--- src/inc/ovd_params.svh ---
`ifndef OVD_PARAMS_SVH
`define OVD_PARAMS_SVH

// register map
`define OVD_SETPOINT_OFFSET 8'h02
`define OVD_UNMAPPED_RDATA 8'h00

// factory power-on code; arbitrary neutral value, set per variant at build
`define OVD_POR_CODE 8'h00
// variant select: 1'b0 narrow map, 1'b1 wide map
`define OVD_WIDE_RANGE 1'b0

// narrow-range map
`define OVD_NARROW_CLAMP_TOP 8'h76
`define OVD_NARROW_BASE_CODE 8'h77
`define OVD_NARROW_STEP_MV 5'h05

// wide-range map
`define OVD_WIDE_CLAMP_TOP 8'h3b
`define OVD_WIDE_LOW_CODE 8'h3c
`define OVD_WIDE_LOW_BASE_MV 12'h262
`define OVD_WIDE_LOW_STEP_MV 5'h0a
`define OVD_WIDE_HIGH_CODE 8'h80
`define OVD_WIDE_HIGH_BASE_MV 12'h514
`define OVD_WIDE_HIGH_STEP_MV 5'h14

// common floor, 0.6 V in millivolts
`define OVD_MIN_MV 12'h258

`endif

--- src/inc/ovd_pkg.sv ---
package ovd_pkg;

    // which stretch of the code map a setpoint falls in
    typedef enum logic [3:0] {
        OVD_SEG_CLAMP = 4'h1,
        OVD_SEG_FINE = 4'h2,
        OVD_SEG_MID = 4'h4,
        OVD_SEG_COARSE = 4'h8
    } ovd_seg_t;

    // publish sequencer, one-hot
    typedef enum logic [2:0] {
        OVD_ST_IDLE = 3'h1,
        OVD_ST_WAIT = 3'h2,
        OVD_ST_PUBLISH = 3'h4
    } ovd_state_t;

    // one register access from the serial-bus front end
    typedef struct packed {
        logic wr;
        logic rd;
        logic [7:0] addr;
        logic [7:0] wdata;
    } ovd_reg_req_t;

    // decoded target handed to the regulation loop
    typedef struct packed {
        logic [11:0] mv;
        logic [4:0] step_mv;
        logic clamped;
        ovd_seg_t seg;
    } ovd_target_t;

endpackage

--- src/core/ovd_top.sv ---
// What this block does
// - 8-bit RW setpoint at 0x02, factory reset
// - narrow map: codes up to 0x76 give 0.6V
// - narrow map: 0x77..0xFF, 5mV steps to 1.28V
// - wide map: codes up to 0x3B give 0.6V
// - wide map: 0x3C..0x7F, 10mV steps to 1.28V
// - wide map: 0x80..0xFF, 20mV steps to 3.84V
`timescale 1ns/1ns
`include "ovd_params.svh"

module ovd_top
    import ovd_pkg::*;
#(
    parameter logic WIDE_RANGE = `OVD_WIDE_RANGE,
    parameter logic [7:0] POR_CODE = `OVD_POR_CODE
)
(
    input wire logic clk_sys_i,
    input wire logic rst_i,
    input ovd_reg_req_t reg_req_i,
    output logic [7:0] reg_rdata_o,
    output logic reg_rvalid_o,
    output ovd_target_t target_o,
    output logic target_update_o,
    output logic target_busy_o
);

    logic [7:0] output_voltage_setpoint;
    logic setpoint_hit;
    logic setpoint_wr;
    ovd_target_t decoded;
    ovd_state_t state;
    ovd_state_t next_state;

    ////////////////////////////////////////////////////////////////////////
    // address decode; only one register lives in this block
    assign setpoint_hit = (reg_req_i.addr == `OVD_SETPOINT_OFFSET);
    assign setpoint_wr = reg_req_i.wr && setpoint_hit;

    ////////////////////////////////////////////////////////////////////////
    // setpoint register, loaded with the factory code on reset
    always_ff @(posedge clk_sys_i) begin
        if (rst_i) begin
            output_voltage_setpoint <= POR_CODE;
        end else if (setpoint_wr) begin
            output_voltage_setpoint <= reg_req_i.wdata;
        end
    end

    ////////////////////////////////////////////////////////////////////////
    // readback one cycle after the strobe; other offsets read as zero
    always_ff @(posedge clk_sys_i) begin
        if (rst_i) begin
            reg_rdata_o <= 8'h00;
            reg_rvalid_o <= 1'b0;
        end else begin
            reg_rvalid_o <= reg_req_i.rd;
            if (reg_req_i.rd) begin
                reg_rdata_o <= setpoint_hit ? output_voltage_setpoint : `OVD_UNMAPPED_RDATA;
            end
        end
    end

    ////////////////////////////////////////////////////////////////////////
    // decoder; the map is wired from the parameter, no register reaches it
    ovd_decode u_decode (
        .clk_sys_i(clk_sys_i),
        .rst_i(rst_i),
        .wide_range_i(WIDE_RANGE),
        .output_voltage_code_i(output_voltage_setpoint),
        .target_o(decoded)
    );

    ////////////////////////////////////////////////////////////////////////
    // publish sequencer: wait for the decoder to settle, then hand over.
    // a write mid-sequence restarts it so a stale code is never published
    always_comb begin
        next_state = state;
        case (state)
            OVD_ST_IDLE: begin
                if (setpoint_wr) begin
                    next_state = OVD_ST_WAIT;
                end
            end
            OVD_ST_WAIT: begin
                next_state = setpoint_wr ? OVD_ST_WAIT : OVD_ST_PUBLISH;
            end
            OVD_ST_PUBLISH: begin
                next_state = setpoint_wr ? OVD_ST_WAIT : OVD_ST_IDLE;
            end
            default: begin
                next_state = OVD_ST_WAIT;
            end
        endcase
    end

    // reset lands in wait so the factory target is published by itself
    always_ff @(posedge clk_sys_i) begin
        if (rst_i) begin
            state <= OVD_ST_WAIT;
        end else begin
            state <= next_state;
        end
    end

    ////////////////////////////////////////////////////////////////////////
    // target held stable between publishes; the loop never sees a half-update
    always_ff @(posedge clk_sys_i) begin
        if (rst_i) begin
            target_o <= '{mv: `OVD_MIN_MV, step_mv: 5'h00, clamped: 1'b1, seg: OVD_SEG_CLAMP};
            target_update_o <= 1'b0;
        end else begin
            target_update_o <= 1'b0;
            if (state == OVD_ST_PUBLISH && !setpoint_wr) begin
                target_o <= decoded;
                target_update_o <= 1'b1;
            end
        end
    end

    // busy while a new code has not yet reached the target output
    always_ff @(posedge clk_sys_i) begin
        if (rst_i) begin
            target_busy_o <= 1'b1;
        end else begin
            target_busy_o <= (next_state != OVD_ST_IDLE);
        end
    end

endmodule

--- src/core/ovd_decode.sv ---
`timescale 1ns/1ns
`include "ovd_params.svh"

module ovd_decode
    import ovd_pkg::*;
(
    input wire logic clk_sys_i,
    input wire logic rst_i,
    input wire logic wide_range_i,
    input wire logic [7:0] output_voltage_code_i,
    output ovd_target_t target_o
);

    ovd_target_t next_target;
    logic [11:0] code_ext;
    logic [11:0] offs;

    ////////////////////////////////////////////////////////////////////////
    // arithmetic map instead of a 256-entry table: the steps are uniform within each segment
    always_comb begin
        code_ext = {4'h0, output_voltage_code_i};
        offs = 12'h000;
        next_target.mv = `OVD_MIN_MV;
        next_target.step_mv = 5'h00;
        next_target.clamped = 1'b1;
        next_target.seg = OVD_SEG_CLAMP;
        if (!wide_range_i) begin
            if (output_voltage_code_i > `OVD_NARROW_CLAMP_TOP) begin
                offs = code_ext - {4'h0, `OVD_NARROW_BASE_CODE};
                next_target.mv = `OVD_MIN_MV + 12'(offs * 12'h005);
                next_target.step_mv = `OVD_NARROW_STEP_MV;
                next_target.clamped = 1'b0;
                next_target.seg = OVD_SEG_FINE;
            end
        end else begin
            if (output_voltage_code_i >= `OVD_WIDE_HIGH_CODE) begin
                offs = code_ext - {4'h0, `OVD_WIDE_HIGH_CODE};
                next_target.mv = `OVD_WIDE_HIGH_BASE_MV + 12'(offs * 12'h014);
                next_target.step_mv = `OVD_WIDE_HIGH_STEP_MV;
                next_target.clamped = 1'b0;
                next_target.seg = OVD_SEG_COARSE;
            end else if (output_voltage_code_i > `OVD_WIDE_CLAMP_TOP) begin
                offs = code_ext - {4'h0, `OVD_WIDE_LOW_CODE};
                next_target.mv = `OVD_WIDE_LOW_BASE_MV + 12'(offs * 12'h00a);
                next_target.step_mv = `OVD_WIDE_LOW_STEP_MV;
                next_target.clamped = 1'b0;
                next_target.seg = OVD_SEG_MID;
            end
        end
        // codes at or below the clamp top keep the 0.6 V floor set above
    end

    ////////////////////////////////////////////////////////////////////////
    // registered result, one cycle behind the code
    always_ff @(posedge clk_sys_i) begin
        if (rst_i) begin
            target_o <= '{mv: `OVD_MIN_MV, step_mv: 5'h00, clamped: 1'b1, seg: OVD_SEG_CLAMP};
        end else begin
            target_o <= next_target;
        end
    end

endmodule

--- config.mk ---
export PLATFORM = sky130hd
export DESIGN_NAME = ovd_top
export DESIGN_NICKNAME = d
export VERILOG_FILES = /design/src/inc/ovd_pkg.sv /design/src/core/ovd_top.sv /design/src/core/ovd_decode.sv
export VERILOG_INCLUDE_DIRS = /design/src /design/src/inc
export SDC_FILE = /design/constraint.sdc
export NUM_CORES = 1
export LEC_CHECK = 0
export BUFFER_PORTS_ARGS = -buffer_cell sky130_fd_sc_hd__buf_2
export CAP_MARGIN = 10
export CORE_UTILIZATION = 52
export DETAILED_ROUTE_END_ITERATION = 12
export GPL_ROUTABILITY_DRIVEN = 1
export PLACE_DENSITY_LB_ADDON = 0.1
export SLEW_MARGIN = 20
export SYNTH_ARGS = -nofsm -noshare
export SYNTH_HDL_FRONTEND = slang
export SYNTH_SLANG_ARGS = --single-unit
--- constraint.sdc ---
create_clock -name clk_sys_i -period 3.9 [get_ports clk_sys_i]
set_clock_uncertainty 0.1 [all_clocks]
set_input_delay 0.585 -clock clk_sys_i [delete_from_list [all_inputs] [get_ports clk_sys_i]]
set_output_delay 0.585 -clock clk_sys_i [all_outputs]
set_load 0.02 [all_outputs]
==> impl_metrics.yaml <==
run_status:
  outcome: "complete, no violations"
routing:
  routed_wirelength_um: 4070
  routedWlPerCell_um: 11.9
  drtAntennaViolNets: 0
  drc: 0
  drtPass1Iterations: 4
  drt_iter0_drc: 53
  drt-vias-per-instance: 4.94
  via_count: 1691
logic_synthesis:
  ys_seq_area_share_pct: 42.5
  avgSynthCellArea_um2: 9.49
  netlist_top_cells_count: "dfxtp_1 (50), nor2_1 (41), nor2b_1 (17)"
  synth_cell_types: 35
  ys_top_cells_by_area: "dfxtp_1 (43%), ha_1 (8.0%), mux2i_1 (6.8%)"
  synthArstFlopShare_pct: 0
  postSynthCellCount: 248
  synth_top_area_share_pct: 42.5
  synth-edff-count: 0
  synth.most_common_cell: "dfxtp_1"
  yosysWarnings: 0
  yosysTopAreaCell: "dfxtp_1"
  synth_ff_type: "dfxtp_1"
  netlist_area_um2: 2350
  ys_seq_elements: 50
global_routing:
  grt_pass1_vias: 1550
  grt_pass1_wl_um: 6820
  antenna_found_initial: 0
  gr-total-overflow: 0
  grt_max_degree: 37
  track_usage_pct: 17.6
clock_tree:
  cts_resized: 0
  cts_made_buffers: 5
  clock_latency_ps: 300
  path_clk_slew_ps: 80
  cts_sinks: 50
  cts_setup_buffers: 0
  cts_tree: "built"
  hold_buffers: 0
  cts_htree_levels: 2
  root_buffer: "clkbuf_8"
  cts_max_path_buffers: 2
placed_design:
  hpwl_um: 3000
  io_buffers: 47
  gp_congestion: 0.829
  dpl_worst_slack_ps: 593
  place_area_um2: 2560
timing:
  max_freq_mhz: 296
  finalSetupViolations: 0
  tns_ps: 0
  report.final.slew_viol_count: 0
  fin_crit_ps: 3380
  hold_viol_final: 0
  finalCritPeriodShare_pct: 86.6
  worst_slack_ps: 523
  rsz0062_at_grt: "no"
  slew-limit-headroom_pct: 55.1
  tightest_slew_ps: 673
setup_path:
  crit_type: "reg -> reg"
  crit_required_ps: 3990
  arrival_ps: 3470
  path_max_fanout: 9
  endpoint_kind: "register"
  start_kind: "register"
power_and_ir_drop:
  intPower_w: 0.000699
  cellPowerDensity_nw_per_um2: 345
  p_clk_share_pct: 33.5
  p_comb_share_pct: 8.8
  p_leak_nw: 1.13
  switching_share_pct: 23.9
  ir_worst_vdd_mv: 0.177
  switching_power_w: 0.000220
  p_seq_share_pct: 57.7
run:
  cap_violations: 0
die:
  die_h_um: 69.3
  fp.dieArea_um2: 4800
  die_w_um: 69.3
  io_pins: 53
  row_count: 24
  initial_utilization_pct: 54.1
  coreArea_um2: 4350
layout:
  final_nets: 329
  drive_above_1_share_pct: 21.0
  area_growth_syn_to_layout_pct: 12.9
  diodes: 0
  final_cell_area_um2: 2660
hold_path:
  hold_path.class: "reg -> reg"
[critical path, stage by stage (launching register included)]
cell	delay (ps)
dfxtp_1	410
ha_1	270
a21oi_1	280
nor2_1	100
xor2_1	250
ha_1	200
inv_1	50
fa_1	470
inv_1	40
ha_1	230
a2111oi_0	430
o21ai_0	160
nand2_1	100
xor2_1	140
nor2_1	50
[kinds of logic after synthesis]
logic type,after synthesis,share of synthesized area (%)
simple gates,81,17.3
flops,50,42.5
compound gates,37,9.99
buf+inv,32,6.91
fa+ha+maj,20,12.2
mux,16,6.80
xor+xnor,11,4.09
other cells,1,0.159
[power groups by stage]
| stage | registers [W] | logic [W] | clock network (W) |
|---|---|---|---|
| finish | 0.000530 | 0.0000811 | 0.000307 |
| global route | 0.000532 | 0.0000902 | 0.000336 |
| CTS | 0.000530 | 0.0000817 | 0.000319 |
| detailed placement | 0.000542 | 0.0000813 | 0 |
| global placement | 0.000541 | 0.0000812 | 0 |
| floorplan | 0.000550 | 0.0000552 | 0 |
[per-layer routing]
metal	GRT usage (%)	share of wire (%)	up-vias
li1	-	-	893
met1	23.6	50	759
met2	27.1	44	33
met3	4.80	4.1	6
met4	7.03	1.7	0
met5	0	0	-
[final cells by class]
class | instances | area (um^2)
clock buffer | 6 | 82.6
clock inverter | 2 | 12.5
fill | 406 | 1700
inverter | 15 | 56.3
multi-input combinational | 170 | 1210
sequential | 50 | 1000
tap | 52 | 65.1
timing repair buffer | 47 | 235
[through the flow]
stage / util [%] / cells / hold slack (ps) / power (W)
6_report: 61.1 / 342 / 340 / 0.000918
5_1_grt: 61.1 / 342 / 349 / 0.000958
4_1_cts: 61.1 / 342 / 343 / 0.000930
3_5_place_dp: 58.9 / 334 / 323 / 0.000623
3_3_place_gp: 58.9 / 334 / 319 / 0.000623
2_1_floorplan: - / 252 / 312 / 0.000605
[worst paths after layout]
path                                                               from                               end  slack (ps)  depth (start not counted)
worst max register to register  output_voltage_setpoint[0]$_SDFFE_PP0P_  u_decode.target_o[21]$_SDFF_PP0_         520                         14
worst min register to register         u_decode.target_o[13]$_SDFF_PP1_         target_o[13]$_SDFFE_PP1P_         340                          1
worst max-delay path            output_voltage_setpoint[0]$_SDFFE_PP0P_  u_decode.target_o[21]$_SDFF_PP0_         520                         14
worst min-delay path                   u_decode.target_o[13]$_SDFF_PP1_         target_o[13]$_SDFFE_PP1P_         340                          1
[registers in the layout, summed over array words and instances, names as in the netlist]
register	count
output_voltage_setpoint	8
target_busy_o	1
target_o	14
state	3
target_update_o	1
u_decode.target_o	14
reg_rvalid_o	1
reg_rdata_o	8
[cells in the final DEF, fill, tap and decap left out, types with 2 or more instances in the layout]
master	instances
clkbuf_8	6
nand3_1	2
and3_1	3
o21a_1	3
or3_1	2
a211o_1	5
conb_1	5
nor2_1	41
a21oi_1	14
a2111oi_0	2
mux2i_1	16
ha_1	15
fa_1	5
xor2_1	3
o21ai_0	7
nor3_1	4
buf_2	47
nor2b_1	17
a211oi_1	3
nand2_1	6
dfxtp_1	50
xnor2_1	8
inv_1	14
Power figures use the tool's default switching activity.
